## config.mk

```make
export PLATFORM = sky130hd
export DESIGN_NAME = pds_clock_ctrl
export DESIGN_NICKNAME = d
export VERILOG_FILES = /design/src/core/pds_pkg.sv /design/src/core/pds_clock_ctrl.sv
export SDC_FILE = /design/constraint.sdc
export NUM_CORES = 1
export LEC_CHECK = 0
export BUFFER_PORTS_ARGS = -buffer_cell sky130_fd_sc_hd__buf_2
export CORE_MARGIN = 4
export CORE_UTILIZATION = 50
export CTS_CLUSTER_DIAMETER = 50
export CTS_CLUSTER_SIZE = 16
export DETAILED_ROUTE_END_ITERATION = 7
export PLACE_DENSITY = 0.7
export SYNTH_ARGS = -nofsm -noshare
export SYNTH_HDL_FRONTEND = slang
export SYNTH_SLANG_ARGS = --single-unit
```

## constraint.sdc

```tcl
create_clock -name clock_i -period 5.7 [get_ports clock_i]
set_input_delay 0.855 -clock clock_i [delete_from_list [all_inputs] [get_ports clock_i]]
set_output_delay 0.855 -clock clock_i [all_outputs]
set_load 0.02 [all_outputs]
```

## src/core/pds_pkg.sv

```systemverilog
package pds_pkg;
  // ----------------------------------------
  // bus geometry
  // ----------------------------------------
  localparam int ADDR_W = 5; // word index width
  localparam int DATA_W = 32; // register width
  localparam int NUM_PLL = 4; // synthesizer loops
  localparam int NUM_OUT = 6; // divided output banks
  localparam int NUM_SD = 12; // delta sample slots

  // ----------------------------------------
  // register offsets
  // ----------------------------------------
  localparam logic [4:0] REG_CTRL = 5'h00; // source, mode, crystal
  localparam logic [4:0] REG_PLL0 = 5'h01; // four loop words follow
  localparam logic [4:0] REG_OUT1 = 5'h05; // six bank words follow
  localparam logic [4:0] REG_SPREAD = 5'h0B; // modulator setup
  localparam logic [4:0] REG_DELTA_LO = 5'h0C; // samples 0..7
  localparam logic [4:0] REG_DELTA_HI = 5'h0D; // samples 8..11
  localparam logic [4:0] REG_STATUS = 5'h0E; // live state
  localparam logic [4:0] REG_MULT01 = 5'h0F; // loops 0 and 1
  localparam logic [4:0] REG_MULT23 = 5'h10; // loops 2 and 3

  // ----------------------------------------
  // field layouts
  // ----------------------------------------
  typedef struct packed {
    logic [3:0] frac_add; // first loop only
    logic [11:0] fb_count;
    logic [6:0] ref_div;
  } pds_pll_type;

  typedef struct packed {
    logic [1:0] dis_state; // level while stopped
    logic mode; // post divide mode
    logic [6:0] count;
  } pds_out_type;

  typedef struct packed {
    logic [5:0] offset;
    logic [2:0] quad_cnt;
    logic [3:0] step_per;
  } pds_ss_type;

  typedef struct packed {
    logic [1:0] drive; // oscillator drive strength
    logic [4:0] load_cap; // load capacitance code
    logic amp_double;
    logic dither_en;
    logic [1:0] switch_mode;
    logic prim_sel; // 1: alternate input is primary
  } pds_ctrl_type;

  typedef enum logic {SEL_PRIM, SEL_SEC} pds_sel_type;

  // ----------------------------------------
  // reset values and constants
  // ----------------------------------------
  localparam pds_ctrl_type CTRL_RST = '{2'b11, 5'h00, 1'b0, 1'b0, 2'b00, 1'b0};
  localparam pds_pll_type PLL_RST = '{4'h0, 12'h001, 7'h01};
  localparam pds_pll_type PLL3_RST = '{4'h0, 12'h00C, 7'h03};
  localparam pds_out_type OUT_RST = '{2'b10, 1'b0, 7'h7F};
  localparam pds_ss_type SS_RST = '{6'h00, 3'h0, 4'h0};
  localparam logic [6:0] DIV_ALL_ONES = 7'h7F; // stop or bypass code
  localparam logic [6:0] MIN_DIV_PLL3 = 7'h03; // lowest legal divide
  localparam logic [1:0] DIS_HIGH = 2'b01; // 00 low, 01 high, 1x float
  localparam logic [7:0] LOAD_BASE = 8'h1C; // 3.5 pF in 0.125 pF steps
  localparam logic [4:0] STEP_EXTRA = 5'h02; // cycles added per step
  localparam logic [1:0] MISS_EDGES = 2'h2; // secondary edges to switch
endpackage : pds_pkg

```

## src/core/pds_clock_ctrl.sv

```systemverilog
`timescale 1ns/100ps
// Overview of operation
// - zero ref divide stops loops 0-2; loop3 min 3
// - loop0 multiplier 2N+A+1, else 2N; others N
// - 7-bit ref divide, 12-bit feedback count per loop
// - source bit picks which input is primary
// - mode 0x: select pin picks primary or secondary
// - manual reference change causes no glitch
// - auto: switch after two silent secondary cycles
// - auto switchover reverts when primary returns
// - bank divide decode: stop, /1, /2, (Q+2)*2
// - stopped bank drives high, low or floats
// - undivided output has no divider or mode
// - load capacitance 3.5 pF plus code steps
// - modulator runs while step period nonzero
// - step length is step period plus two
// - quadrant holds twice count samples, mirrored
// - six-bit offset shifts centre for down spread
// - twelve four-bit delta samples, count-limited use
// - dither randomises lsb; double doubles amplitude
module pds_clock_ctrl (
  input wire logic clock_i,
  input wire logic reset_n_i,
  input wire logic [4:0] addr_i,
  input wire logic [31:0] wr_data_i,
  input wire logic wr_en_i,
  input wire logic rd_en_i,
  output logic [31:0] rd_data_o,
  input wire logic crystal_ref_input_i,
  input wire logic alt_clock_input_i,
  input wire logic input_clock_select_pin_i,
  input wire logic pfd_tick_i,
  output logic ref_clock_o,
  output logic ref_select_o,
  output logic [3:0] pll_power_down_o,
  output logic [3:0][6:0] pll_ref_div_o,
  output logic [3:0][13:0] pll_mult_o,
  output logic [5:0][8:0] out_divide_o,
  output logic [5:0] out_level_o,
  output logic [5:0] out_oe_n_o,
  output logic [7:0] load_cap_steps_o,
  output logic [1:0] osc_drive_o,
  output logic spread_active_o,
  output logic signed [8:0] frac_adjust_o
);
  // ----------------------------------------
  // configuration registers
  // ----------------------------------------
  pds_pkg::pds_ctrl_type ctrl_q; // global control
  pds_pkg::pds_pll_type [3:0] pll_q; // per loop dividers
  pds_pkg::pds_out_type [5:0] out_q; // per bank dividers
  pds_pkg::pds_ss_type ss_q; // modulator setup
  logic [11:0][3:0] sd_q; // delta samples

  // software writes, one word per strobe
  always_ff @(posedge clock_i or negedge reset_n_i) begin
    if (!reset_n_i) begin
      ctrl_q <= pds_pkg::CTRL_RST;
      pll_q <= {pds_pkg::PLL3_RST, {3{pds_pkg::PLL_RST}}};
      out_q <= {6{pds_pkg::OUT_RST}};
      ss_q <= pds_pkg::SS_RST;
      sd_q <= '0;
    end else if (wr_en_i) begin
      // loop words at consecutive offsets
      for (int i = 0; i < pds_pkg::NUM_PLL; i++) begin
        if (addr_i == pds_pkg::REG_PLL0 + 5'(i)) begin
          pll_q[i] <= wr_data_i[22:0];
        end
      end
      // bank words; the undivided output has none
      for (int i = 0; i < pds_pkg::NUM_OUT; i++) begin
        if (addr_i == pds_pkg::REG_OUT1 + 5'(i)) begin
          out_q[i] <= wr_data_i[9:0];
        end
      end
      case (addr_i)
        pds_pkg::REG_CTRL: begin
          ctrl_q <= wr_data_i[11:0];
        end
        pds_pkg::REG_SPREAD: begin
          ss_q <= wr_data_i[12:0];
        end
        pds_pkg::REG_DELTA_LO: begin
          sd_q[7:0] <= wr_data_i;
        end
        pds_pkg::REG_DELTA_HI: begin
          sd_q[11:8] <= wr_data_i[15:0];
        end
        default: begin
          // unmapped or read-only: ignored
        end
      endcase
    end
  end

  // ----------------------------------------
  // loop divider decode
  // ----------------------------------------
  logic [1:0] cfg_fault_q; // bit0 A>N-1, bit1 loop3 divide low

  // multipliers and power state are registered copies
  always_ff @(posedge clock_i or negedge reset_n_i) begin
    if (!reset_n_i) begin
      pll_power_down_o <= '0;
      pll_ref_div_o <= '0;
      pll_mult_o <= '0;
      cfg_fault_q <= '0;
    end else begin
      for (int i = 0; i < pds_pkg::NUM_PLL; i++) begin
        pll_ref_div_o[i] <= pll_q[i].ref_div;
        pll_mult_o[i] <= {2'b00, pll_q[i].fb_count};
      end
      // loop0: doubled count plus optional fraction
      if (pll_q[0].frac_add != 4'h0) begin
        pll_mult_o[0] <= 14'({pll_q[0].fb_count, 1'b0})
          + 14'(pll_q[0].frac_add) + 14'h0001;
      end else begin
        pll_mult_o[0] <= 14'({pll_q[0].fb_count, 1'b0});
      end
      for (int i = 0; i < 3; i++) begin
        pll_power_down_o[i] <= (pll_q[i].ref_div == 7'h00);
      end
      // loop3 divides below three are unusable; hold it down
      pll_power_down_o[3] <= (pll_q[3].ref_div < pds_pkg::MIN_DIV_PLL3);
      cfg_fault_q[1] <= (pll_q[3].ref_div < pds_pkg::MIN_DIV_PLL3);
      cfg_fault_q[0] <= ({8'h00, pll_q[0].frac_add} >= pll_q[0].fb_count);
    end
  end

  // ----------------------------------------
  // output bank decode
  // ----------------------------------------
  // divide 0 marks a stopped bank; its divider stays powered
  always_ff @(posedge clock_i or negedge reset_n_i) begin
    if (!reset_n_i) begin
      out_divide_o <= '0;
      out_level_o <= '0;
      out_oe_n_o <= '1;
    end else begin
      for (int i = 0; i < pds_pkg::NUM_OUT; i++) begin
        if (out_q[i].count == pds_pkg::DIV_ALL_ONES) begin
          out_divide_o[i] <= out_q[i].mode ? 9'h001 : 9'h000;
        end else if (!out_q[i].mode) begin
          out_divide_o[i] <= 9'h002;
        end else begin
          // (Q+2)*2 worked as 2Q+4 at nine bits so Q=126 gives 256
          out_divide_o[i] <= {1'b0, out_q[i].count, 1'b0} + 9'h004;
        end
        // stopped bank: hold level or release the pin
        if (out_q[i].count == pds_pkg::DIV_ALL_ONES && !out_q[i].mode) begin
          out_level_o[i] <= (out_q[i].dis_state == pds_pkg::DIS_HIGH);
          out_oe_n_o[i] <= out_q[i].dis_state[1];
        end else begin
          out_level_o[i] <= 1'b0;
          out_oe_n_o[i] <= 1'b0;
        end
      end
    end
  end

  // ----------------------------------------
  // crystal settings
  // ----------------------------------------
  always_ff @(posedge clock_i or negedge reset_n_i) begin
    if (!reset_n_i) begin
      load_cap_steps_o <= pds_pkg::LOAD_BASE;
      osc_drive_o <= pds_pkg::CTRL_RST.drive;
    end else begin
      load_cap_steps_o <= pds_pkg::LOAD_BASE + {3'b000, ctrl_q.load_cap};
      osc_drive_o <= ctrl_q.drive;
    end
  end

  // ----------------------------------------
  // reference selection
  // ----------------------------------------
  logic xtal_q, alt_q, xtal_p, alt_p; // samples and previous
  logic [1:0] miss_cnt_q; // secondary edges since primary moved
  pds_pkg::pds_sel_type sel_q; // wanted reference
  logic prim_now, prim_prev, sec_now, sec_prev, prim_move, sec_rise, auto_mode;

  // primary is the crystal input unless the source bit says otherwise
  always_comb begin
    prim_now = ctrl_q.prim_sel ? alt_q : xtal_q;
    prim_prev = ctrl_q.prim_sel ? alt_p : xtal_p;
    sec_now = ctrl_q.prim_sel ? xtal_q : alt_q;
    sec_prev = ctrl_q.prim_sel ? xtal_p : alt_p;
    prim_move = prim_now ^ prim_prev;
    sec_rise = sec_now & ~sec_prev;
    auto_mode = ctrl_q.switch_mode[1];
  end

  // input samples and their one-cycle history
  always_ff @(posedge clock_i or negedge reset_n_i) begin
    if (!reset_n_i) begin
      xtal_q <= 1'b0;
      alt_q <= 1'b0;
      xtal_p <= 1'b0;
      alt_p <= 1'b0;
    end else begin
      xtal_q <= crystal_ref_input_i;
      alt_q <= alt_clock_input_i;
      xtal_p <= xtal_q;
      alt_p <= alt_q;
    end
  end

  // activity watch; any primary edge clears the count
  always_ff @(posedge clock_i or negedge reset_n_i) begin
    if (!reset_n_i) begin
      miss_cnt_q <= '0;
    end else if (prim_move) begin
      miss_cnt_q <= '0;
    end else if (sec_rise && miss_cnt_q != pds_pkg::MISS_EDGES) begin
      miss_cnt_q <= miss_cnt_q + 2'h1;
    end
  end

  // wanted reference: pin in manual, watch in automatic
  always_ff @(posedge clock_i or negedge reset_n_i) begin
    if (!reset_n_i) begin
      sel_q <= pds_pkg::SEL_PRIM;
    end else if (!auto_mode) begin
      sel_q <= input_clock_select_pin_i ? pds_pkg::SEL_SEC : pds_pkg::SEL_PRIM;
    end else begin
      case (sel_q)
        pds_pkg::SEL_PRIM: begin
          if (!prim_move && miss_cnt_q == pds_pkg::MISS_EDGES) begin
            sel_q <= pds_pkg::SEL_SEC;
          end
        end
        pds_pkg::SEL_SEC: begin
          if (prim_move) begin
            sel_q <= pds_pkg::SEL_PRIM;
          end
        end
        default: begin
          sel_q <= pds_pkg::SEL_PRIM;
        end
      endcase
    end
  end

  // swap only while both inputs are low, so no runt pulse escapes
  always_ff @(posedge clock_i or negedge reset_n_i) begin
    if (!reset_n_i) begin
      ref_select_o <= 1'b0;
      ref_clock_o <= 1'b0;
    end else begin
      if (!xtal_q && !alt_q) begin
        ref_select_o <= ctrl_q.prim_sel ^ (sel_q == pds_pkg::SEL_SEC);
      end
      ref_clock_o <= ref_select_o ? alt_q : xtal_q;
    end
  end

  // ----------------------------------------
  // spread modulator of loop 0
  // ----------------------------------------
  logic ss_on; // step period nonzero
  logic [4:0] tick_cnt_q; // detector cycles into this step
  logic [3:0] idx_q; // sample within quadrant
  logic [1:0] quad_q; // waveform quadrant
  logic signed [7:0] acc_q; // running delta sum
  logic [7:0] lfsr_q; // dither source
  logic step; // step boundary this cycle
  logic [3:0] n_samp, k; // samples per quadrant, slot used
  logic signed [7:0] delta;

  always_comb begin
    ss_on = (ss_q.step_per != 4'h0);
    step = ss_on && pfd_tick_i
      && (tick_cnt_q == {1'b0, ss_q.step_per} + pds_pkg::STEP_EXTRA - 5'h01);
    n_samp = {ss_q.quad_cnt, 1'b0};
    // odd quadrants walk the samples backwards
    k = quad_q[0] ? n_samp - 4'h1 - idx_q : idx_q;
    delta = (k < 4'(pds_pkg::NUM_SD)) ? 8'(sd_q[k]) : 8'sh00;
  end

  // step timing in detector cycles
  always_ff @(posedge clock_i or negedge reset_n_i) begin
    if (!reset_n_i) begin
      tick_cnt_q <= '0;
    end else if (!ss_on || step) begin
      tick_cnt_q <= '0;
    end else if (pfd_tick_i) begin
      tick_cnt_q <= tick_cnt_q + 5'h01;
    end
  end

  // walk samples; quadrants 0,3 rise and 1,2 fall
  always_ff @(posedge clock_i or negedge reset_n_i) begin
    if (!reset_n_i) begin
      idx_q <= '0;
      quad_q <= '0;
      acc_q <= '0;
    end else if (!ss_on) begin
      idx_q <= '0;
      quad_q <= '0;
      acc_q <= '0;
    end else if (step) begin
      acc_q <= (quad_q == 2'd1 || quad_q == 2'd2) ? acc_q - delta : acc_q + delta;
      if (idx_q + 4'h1 >= n_samp) begin
        idx_q <= '0;
        quad_q <= quad_q + 2'h1;
      end else begin
        idx_q <= idx_q + 4'h1;
      end
    end
  end

  // free-running dither sequence, moved once per step
  always_ff @(posedge clock_i or negedge reset_n_i) begin
    if (!reset_n_i) begin
      lfsr_q <= 8'h01;
    end else if (step) begin
      lfsr_q <= {lfsr_q[6:0], lfsr_q[7] ^ lfsr_q[5] ^ lfsr_q[4] ^ lfsr_q[3]};
    end
  end

  // offset plus (doubled) sum, lsb dithered when asked
  always_ff @(posedge clock_i or negedge reset_n_i) begin
    if (!reset_n_i) begin
      frac_adjust_o <= '0;
      spread_active_o <= 1'b0;
    end else begin
      spread_active_o <= ss_on;
      if (!ss_on) begin
        frac_adjust_o <= '0;
      end else begin
        frac_adjust_o <= 9'(signed'({3'b000, ss_q.offset}))
          + (ctrl_q.amp_double ? 9'(acc_q) <<< 1 : 9'(acc_q))
          + 9'(ctrl_q.dither_en & lfsr_q[0]);
      end
    end
  end

  // ----------------------------------------
  // register read port
  // ----------------------------------------
  always_ff @(posedge clock_i or negedge reset_n_i) begin
    if (!reset_n_i) begin
      rd_data_o <= '0;
    end else if (rd_en_i) begin
      rd_data_o <= '0; // unmapped reads zero
      for (int i = 0; i < pds_pkg::NUM_PLL; i++) begin
        if (addr_i == pds_pkg::REG_PLL0 + 5'(i)) begin
          rd_data_o <= {9'h000, pll_q[i]};
        end
      end
      for (int i = 0; i < pds_pkg::NUM_OUT; i++) begin
        if (addr_i == pds_pkg::REG_OUT1 + 5'(i)) begin
          rd_data_o <= {22'h000000, out_q[i]};
        end
      end
      case (addr_i)
        pds_pkg::REG_CTRL: rd_data_o <= {20'h00000, ctrl_q};
        pds_pkg::REG_SPREAD: rd_data_o <= {19'h00000, ss_q};
        pds_pkg::REG_DELTA_LO: rd_data_o <= sd_q[7:0];
        pds_pkg::REG_DELTA_HI: rd_data_o <= {16'h0000, sd_q[11:8]};
        pds_pkg::REG_STATUS: rd_data_o <= {14'h0000, 7'(frac_adjust_o[8:2]),
          frac_adjust_o[1:0], cfg_fault_q, spread_active_o, sel_q == pds_pkg::SEL_SEC,
          ref_select_o, pll_power_down_o};
        pds_pkg::REG_MULT01: rd_data_o <= {2'b00, pll_mult_o[1], 2'b00, pll_mult_o[0]};
        pds_pkg::REG_MULT23: rd_data_o <= {2'b00, pll_mult_o[3], 2'b00, pll_mult_o[2]};
        default: begin
        end
      endcase
    end
  end

  // ----------------------------------------
  // checks
  // ----------------------------------------
  a_loop_power_down: assert property (@(posedge clock_i) disable iff (!reset_n_i)
    pll_q[1].ref_div == 7'h00 |=> pll_power_down_o[1]) else $error("loop1 not down");
  a_loop0_mult: assert property (@(posedge clock_i) disable iff (!reset_n_i)
    pll_q[0].frac_add == 4'h0 |=> pll_mult_o[0] == {1'b0, $past(pll_q[0].fb_count), 1'b0})
    else $error("loop0 multiplier wrong");
  a_manual_pick: assert property (@(posedge clock_i) disable iff (!reset_n_i)
    !auto_mode |=> (sel_q == pds_pkg::SEL_SEC) == $past(input_clock_select_pin_i))
    else $error("manual pick wrong");
  a_swap_when_low: assert property (@(posedge clock_i) disable iff (!reset_n_i)
    $changed(ref_select_o) |-> $past(!xtal_q && !alt_q)) else $error("swap while high");
  a_auto_switch: assert property (@(posedge clock_i) disable iff (!reset_n_i)
    auto_mode && sel_q == pds_pkg::SEL_PRIM && miss_cnt_q == 2'h2 && !prim_move
    |=> sel_q == pds_pkg::SEL_SEC) else $error("no switch to secondary");
  a_auto_revert: assert property (@(posedge clock_i) disable iff (!reset_n_i)
    auto_mode && sel_q == pds_pkg::SEL_SEC && prim_move |=> sel_q == pds_pkg::SEL_PRIM)
    else $error("no revert to primary");
  a_bank_stop: assert property (@(posedge clock_i) disable iff (!reset_n_i)
    out_q[0].count == 7'h7F && !out_q[0].mode |=> out_divide_o[0] == 9'h000)
    else $error("bank not stopped");
  a_load_cap: assert property (@(posedge clock_i) disable iff (!reset_n_i)
    1'b1 |=> load_cap_steps_o == 8'd28 + $past(ctrl_q.load_cap)) else $error("load cap");
  a_spread_off: assert property (@(posedge clock_i) disable iff (!reset_n_i)
    ss_q.step_per == 4'h0 |=> frac_adjust_o == 9'sh000 && !spread_active_o)
    else $error("modulator not off");
  a_step_length: assert property (@(posedge clock_i) disable iff (!reset_n_i)
    step |-> tick_cnt_q == 5'(ss_q.step_per) + 5'd1) else $error("step length");
endmodule : pds_clock_ctrl

```

==> flow_metrics.py, run 1 <==
metrics = {
    "route": {
        "viasPerCell": 6.06,
        "wl_mm": 65.4,
        "drt_pass1_iterations": 5,
        "drc": 0,
        "drt_iter0_markers": 1465,
        "ant_nets": 0,
        "avgRoutedWirePerCell_um": 24.8,
        "vias": 16000,
    },
    "sta": {
        "setup-violations-final": 0,
        "min_period_over_period": 0.877,
        "fin_tns_setup_ps": 0,
        "fin_ws_ps": 702,
        "rsz0062_at_grt": "false",
        "max_freq_mhz": 200,
        "drv_slew": 0,
        "slew_headroom": 0.190,
        "tightestPinTransition_ps": 1210,
        "fin_skew_ps": 29.1,
        "period_needed_ps": 5000,
        "final_hold_viol_count": 0,
    },
    "layout": {
        "drive_gt1_frac": 0.321,
        "utilization": 0.582,
        "stdcell_count": 2638,
        "area_growth_pct": 14.6,
        "nets": 2148,
        "num-fill-cells": 3524,
    },
    "worst_setup_path": {
        "critPathCaptureType": "flip-flop",
        "critical_path.max_fanout": 12,
        "path_class": "flip-flop to flip-flop",
        "rrSetupSlack_ps": 700,
        "crit_arrival_ps": 5490,
        "startpoint_type": "flip-flop",
        "required_ps": 6190,
    },
    "synth": {
        "async_reset_ff_frac": 1.00,
        "synth_edf_count": 0,
        "synth_cell_types": 86,
        "ys_seq_area_frac": 0.543,
        "yosys_warnings": 0,
        "synth_top_cell_area_share": 0.455,
        "yosys-top-cells-count": "dfrtp_1 (388), mux2_2 (226), nor2_1 (163), a21oi_1 (110), nand2_1 (101)",
        "yosys_most_used_dff": "dfrtp_1",
        "synthTopCellsByArea": "dfrtp_1 (45%), mux2_2 (12%), dfstp_2 (8.9%), nor2_1 (2.9%), a21oi_1 (2.6%)",
        "syn_area_um2": 21300,
        "synth_most_common_cell": "dfrtp_1",
        "synth_cells": 1851,
        "yosys.area.top_type": "dfrtp_1",
        "postSynthAreaPerCell_um2": 11.5,
        "synth-seq-cells": 460,
    },
    "clocking": {
        "cts_hold_buffers": 0,
        "numCtsBuffers": 45,
        "post_cts_buffers": 0,
        "clk_pin_slew_ps": 60,
        "cts-root-buf": "clkbuf_16",
        "htreeDepth": 2,
        "cts_resized": 0,
        "numClockSinks": 460,
        "cts_buffer_depth": 3,
        "clock_latency_ps": 600,
        "cts_tree": "built",
    },
    "placement": {
        "dp.cells": 2553,
        "portBuffers": 244,
        "dp_hpwl_mm": 46.6,
        "gp_congestion": 0.933,
        "place_ws_ps": 705,
    },
    "hold_path": {
        "min_path_type": "input pin to async pin",
    },
    "flow_run": {
        "max_cap_viol_count": 0,
    },
    "die": {
        "rows": 75,
        "initial_core_util": 0.508,
        "dieArea_um2": 46100,
        "ioPinCount": 253,
        "die-height_um": 215,
        "die_x_um": 215,
        "core_um2": 42000,
    },
    "global_route": {
        "grt_pass1_wl_mm": 98.7,
        "grt_max_degree": 138,
        "grt-ovfl-total": 0,
        "grt_usage": 0.278,
        "grt_util_met3": 0.0599,
        "use_met1": 0.373,
        "first_global_vias": 15700,
        "grt_busiest_layer": "met2",
        "grtUsageMet2": 0.442,
        "antenna_found_initial": 1,
    },
    "power": {
        "power_leakage_uw": 0.0112,
        "ir_drop_v": 0.000248,
        "total_power_uw": 10700,
        "p_per_area_nw_per_um2": 435,
    },
    "outcome": {
        "outcome": "finished clean",
    },
}
[logic make-up (layout without fill, tap and decap cells)]
| family | count (synthesis) | after routing | synth area share |
|---|---|---|---|
| buf+inv | 175 | 415 | 0.0367 |
| simple gates | 462 | 462 | 0.107 |
| flops | 460 | 460 | 0.543 |
| compound gates | 376 | 376 | 0.115 |
| xor+xnor | 66 | 66 | 0.0271 |
| other cells | 1 | 9 | 0.000176 |
| fa+ha+maj | 42 | 42 | 0.0264 |
| mux | 269 | 269 | 0.144 |
[final cells by class]
cell class,instances,area [um2],share of cell area
Antenna cell,1,2.50,0.000102
Sequential cell,460,11600,0.474
Multi-Input combinational cell,1223,9010,0.368
Inverter,60,225,0.00920
Clock inverter,28,333,0.0136
Tap cell,539,674,0.0276
Clock buffer,56,1170,0.0477
Timing Repair Buffer,271,1460,0.0597
[power breakdown]
| part | internal [uW] | switching (uW) |
|---|---|---|
| logic | 1230 | 1620 |
| clock network | 1690 | 1390 |
| registers | 3970 | 760 |
| total | 6890 | 3770 |
[sequential cells by signal, summed over array words and instances, names as in the netlist, 8 cells and up]
name           cells
ss_q              10
pll_q             92
frac_adjust_o      9
ctrl_q            11
acc_q              8
out_divide_o      54
out_q             60
sd_q              48
pll_mult_o        50
rd_data_o         32
pll_ref_div_o     28
lfsr_q             8
[metal layers]
layer / vias up / wire length, um
met2: 737 / 30400
met1: 8081 / 26800
met4: 2 / 2900
li1: 7032 / -
met3: 146 / 5360
met5: - / 14
[path summary, 6_finish.rpt]
kind	endpoint	start	cells after the start
max in group asynchronous	out_q[57]	reset_n_i	2
setup reg to reg	acc_q[7]	idx_q[1]	18
hold reg to reg	osc_drive_o[0]	ctrl_q[10]	0
min in group clock_i	xtal_q	crystal_ref_input_i	1
hold / removal	out_divide_o[37]	reset_n_i	1
setup / recovery	acc_q[7]	idx_q[1]	18
[worst max-delay path, cell delays in order, from the launching register on]
cell and delay [ps]:
dfrtp_1 580, inv_1 140, ha_1 490, nor2b_1 160
mux2_2 350, a2111oi_0 500, a31oi_1 110, a21oi_1 420
inv_1 90, ha_1 280, nor2_1 190, a21o_1 130
ha_1 220, nor2b_1 150, o2111ai_1 230, a31oi_1 130
xnor2_1 170, a2111o_1 390, a31oi_1 170
[cells in the final DEF, fill, tap and decap left out, types with 16 or more instances in the layout]
master	netlist	final
nand3_1	40	40
dfstp_2	72	72
a21oi_1	110	110
xnor2_1	34	34
buf_2	50	242
xor2_1	32	32
buf_4	11	26
a22oi_1	16	16
ha_1	37	37
nor2b_1	20	19
mux2i_1	35	35
mux2_2	226	226
clkbuf_16	0	45
inv_1	59	59
dfrtp_1	388	388
nor2_1	163	159
nand3b_1	17	17
o22ai_1	25	25
nand2_1	101	101
o21ai_0	83	83
[per-stage QoR]
stage          cell area (um2)  hold slack (ps)
3_5_place_dp             23000              384
6_report                 24500              283
4_1_cts                  24500              299
3_3_place_gp             23000              376
5_1_grt                  24500              338
2_1_floorplan            21400              359
(Power assumes the default switching activity.)
==> run 2: changes to the inputs <==
--- a/config.mk
+++ b/config.mk
@@ -6,11 +6,11 @@
 export NUM_CORES = 1
 export LEC_CHECK = 0
 export BUFFER_PORTS_ARGS = -buffer_cell sky130_fd_sc_hd__buf_2
-export CORE_MARGIN = 4
 export CORE_UTILIZATION = 50
 export CTS_CLUSTER_DIAMETER = 50
 export CTS_CLUSTER_SIZE = 16
 export DETAILED_ROUTE_END_ITERATION = 7
+export GPL_ROUTABILITY_DRIVEN = 0
 export PLACE_DENSITY = 0.7
 export SYNTH_ARGS = -nofsm -noshare
 export SYNTH_HDL_FRONTEND = slang
==> run 2 against run 1 <==
Utilization shrank 0.32 points. Worst hold slack is essentially flat. Non-clock buffer count shrank 3. Sequential cell count is the same. Clock skew is essentially flat. Critical path type unchanged.
==> flow_metrics.py, run 2 (synthesized netlist as in run 1, its figures left out) <==
metrics = {
    "route": {
        "drc": 0,
        "avgRoutedWirePerCell_um": 24.0,
        "drt_pass1_iterations": 5,
        "vias": 16100,
        "viasPerCell": 6.12,
        "drt_iter0_markers": 1584,
        "wl_mm": 63.2,
        "ant_nets": 0,
    },
    "clocking": {
        "cts-root-buf": "clkbuf_16",
        "cts_buffer_depth": 3,
        "post_cts_buffers": 0,
        "clock_latency_ps": 590,
        "cts_tree": "built",
        "cts_hold_buffers": 0,
        "numClockSinks": 460,
        "clk_pin_slew_ps": 70,
        "numCtsBuffers": 43,
        "htreeDepth": 2,
        "cts_resized": 0,
    },
    "global_route": {
        "grt_pass1_wl_mm": 96.8,
        "first_global_vias": 15800,
        "grt_usage": 0.292,
        "grt_max_degree": 160,
        "antenna_found_initial": 3,
        "grt-ovfl-total": 0,
    },
    "die": {
        "initial_core_util": 0.508,
        "ioPinCount": 253,
        "dieArea_um2": 43500,
        "core_um2": 42000,
        "die-height_um": 209,
        "die_x_um": 209,
        "rows": 75,
    },
    "power": {
        "power_leakage_uw": 0.0112,
        "total_power_uw": 10400,
        "p_per_area_nw_per_um2": 428,
        "ir_drop_v": 0.000244,
    },
    "placement": {
        "placed_cell_area_um2": 23000,
        "dp_hpwl_mm": 44.7,
        "portBuffers": 244,
    },
    "worst_setup_path": {
        "crit_arrival_ps": 5550,
        "path_cells": "inv_1, ha_1, nand2_1, a21boi_1, mux4_2, mux2i_1, o22ai_2, nor3_1, ha_1, o21ai_0, ha_1, and3_1, a21oi_1, a31oi_1, xnor2_1, a2111o_1, a31oi_1",
        "path_class": "flip-flop to flip-flop",
        "cp_common_cell": "ha_1",
        "critical_path.max_fanout": 12,
        "crit_family": "compound AO/OA/AOI/OAI gates",
        "required_ps": 6180,
        "path_buf_inv": 1,
        "crit_slowest_cell": "dfrtp_1",
        "critPathCaptureType": "flip-flop",
        "startpoint_type": "flip-flop",
        "slowest_delay_ps": 600,
    },
    "layout": {
        "drive_gt1_frac": 0.319,
        "ff_latch_area_um2": 11600,
        "nets": 2143,
        "fin_area_um2": 24300,
        "layout_common_cells": "dfrtp_1 (388), buf_2 (243), mux2_2 (226)",
        "largest-register": "pll_q",
        "num-fill-cells": 3530,
        "largest_register_ffs": 92,
        "multi_input_area_um2": 9020,
        "reg.largest.list": "pll_q x92, out_q x60, out_divide_o x54",
        "mostFrequentLayoutCell": "dfrtp_1",
        "area_growth_pct": 14.0,
    },
    "sta": {
        "min_period_over_period": 0.890,
        "slew_headroom": 0.267,
        "final_hold_viol_count": 0,
        "fin_skew_ps": 29.6,
        "setup-violations-final": 0,
        "fin_tns_setup_ps": 0,
        "tightestPinTransition_ps": 1100,
        "drv_slew": 0,
        "rsz0062_at_grt": "false",
        "max_freq_mhz": 197,
        "period_needed_ps": 5070,
    },
    "outcome": {
        "outcome": "finished clean",
    },
    "hold_path": {
        "min_path_type": "input pin to async pin",
    },
    "flow_run": {
        "max_cap_viol_count": 0,
    },
}
run 2: cell count changes in the layout (fill, tap and decap cells not counted), sizes merged:
cell      before  now
clkinv         6   12
clkbuf        56   54
buf          271  268
inv           73   67
clkinvlp       5    2
bufinv         4    2
run 2: final timing paths:
path | end | cells past startpoint | start | slack, ps
worst max-delay path | acc_q[7] | 17 | idx_q[1] | 630
worst min register to register | osc_drive_o[0] | 0 | ctrl_q[10] | 380
max in group asynchronous | rd_data_o[25] | 2 | reset_n_i | 4140
worst max register to register | acc_q[7] | 17 | idx_q[1] | 630
worst min-delay path | ss_q[7] | 1 | reset_n_i | 280
min in group clock_i | osc_drive_o[0] | 0 | ctrl_q[10] | 380
run 2: routing by layer:
| metal | global-route usage | routed length, um |
|---|---|---|
| met2 | 0.457 | 29400 |
| met4 | 0.129 | 2710 |
| met5 | 0 | 8 |
| met3 | 0.0598 | 5460 |
| met1 | 0.396 | 25600 |
run 2: power by group:
group          total [uW]  leakage (uW)  internal (uW)  switching [uW]
registers            4730       0.00572           3970             761
clock network        2860      0.000672           1540            1320
logic                2830       0.00478           1230            1600
total               10400        0.0112           6740            3690
run 2: area by class of cell:
type,instances,area share
clock buffer,54,0.0463
inverter,60,0.00925
timing repair buffer,268,0.0590
tap,539,0.0277
sequential,460,0.477
clock inverter,23,0.0103
antenna,1,0.000103
multi-input combinational,1223,0.371
run 2: per-stage QoR:
step	hold slack, ps	util	setup slack (ps)	std cells
2_1_floorplan	359	-	1410	1858
3_3_place_gp	378	0.546	953	2550
3_5_place_dp	383	0.546	796	2550
4_1_cts	287	0.579	731	2627
5_1_grt	332	0.579	361	2628
6_report	282	0.579	629	2628
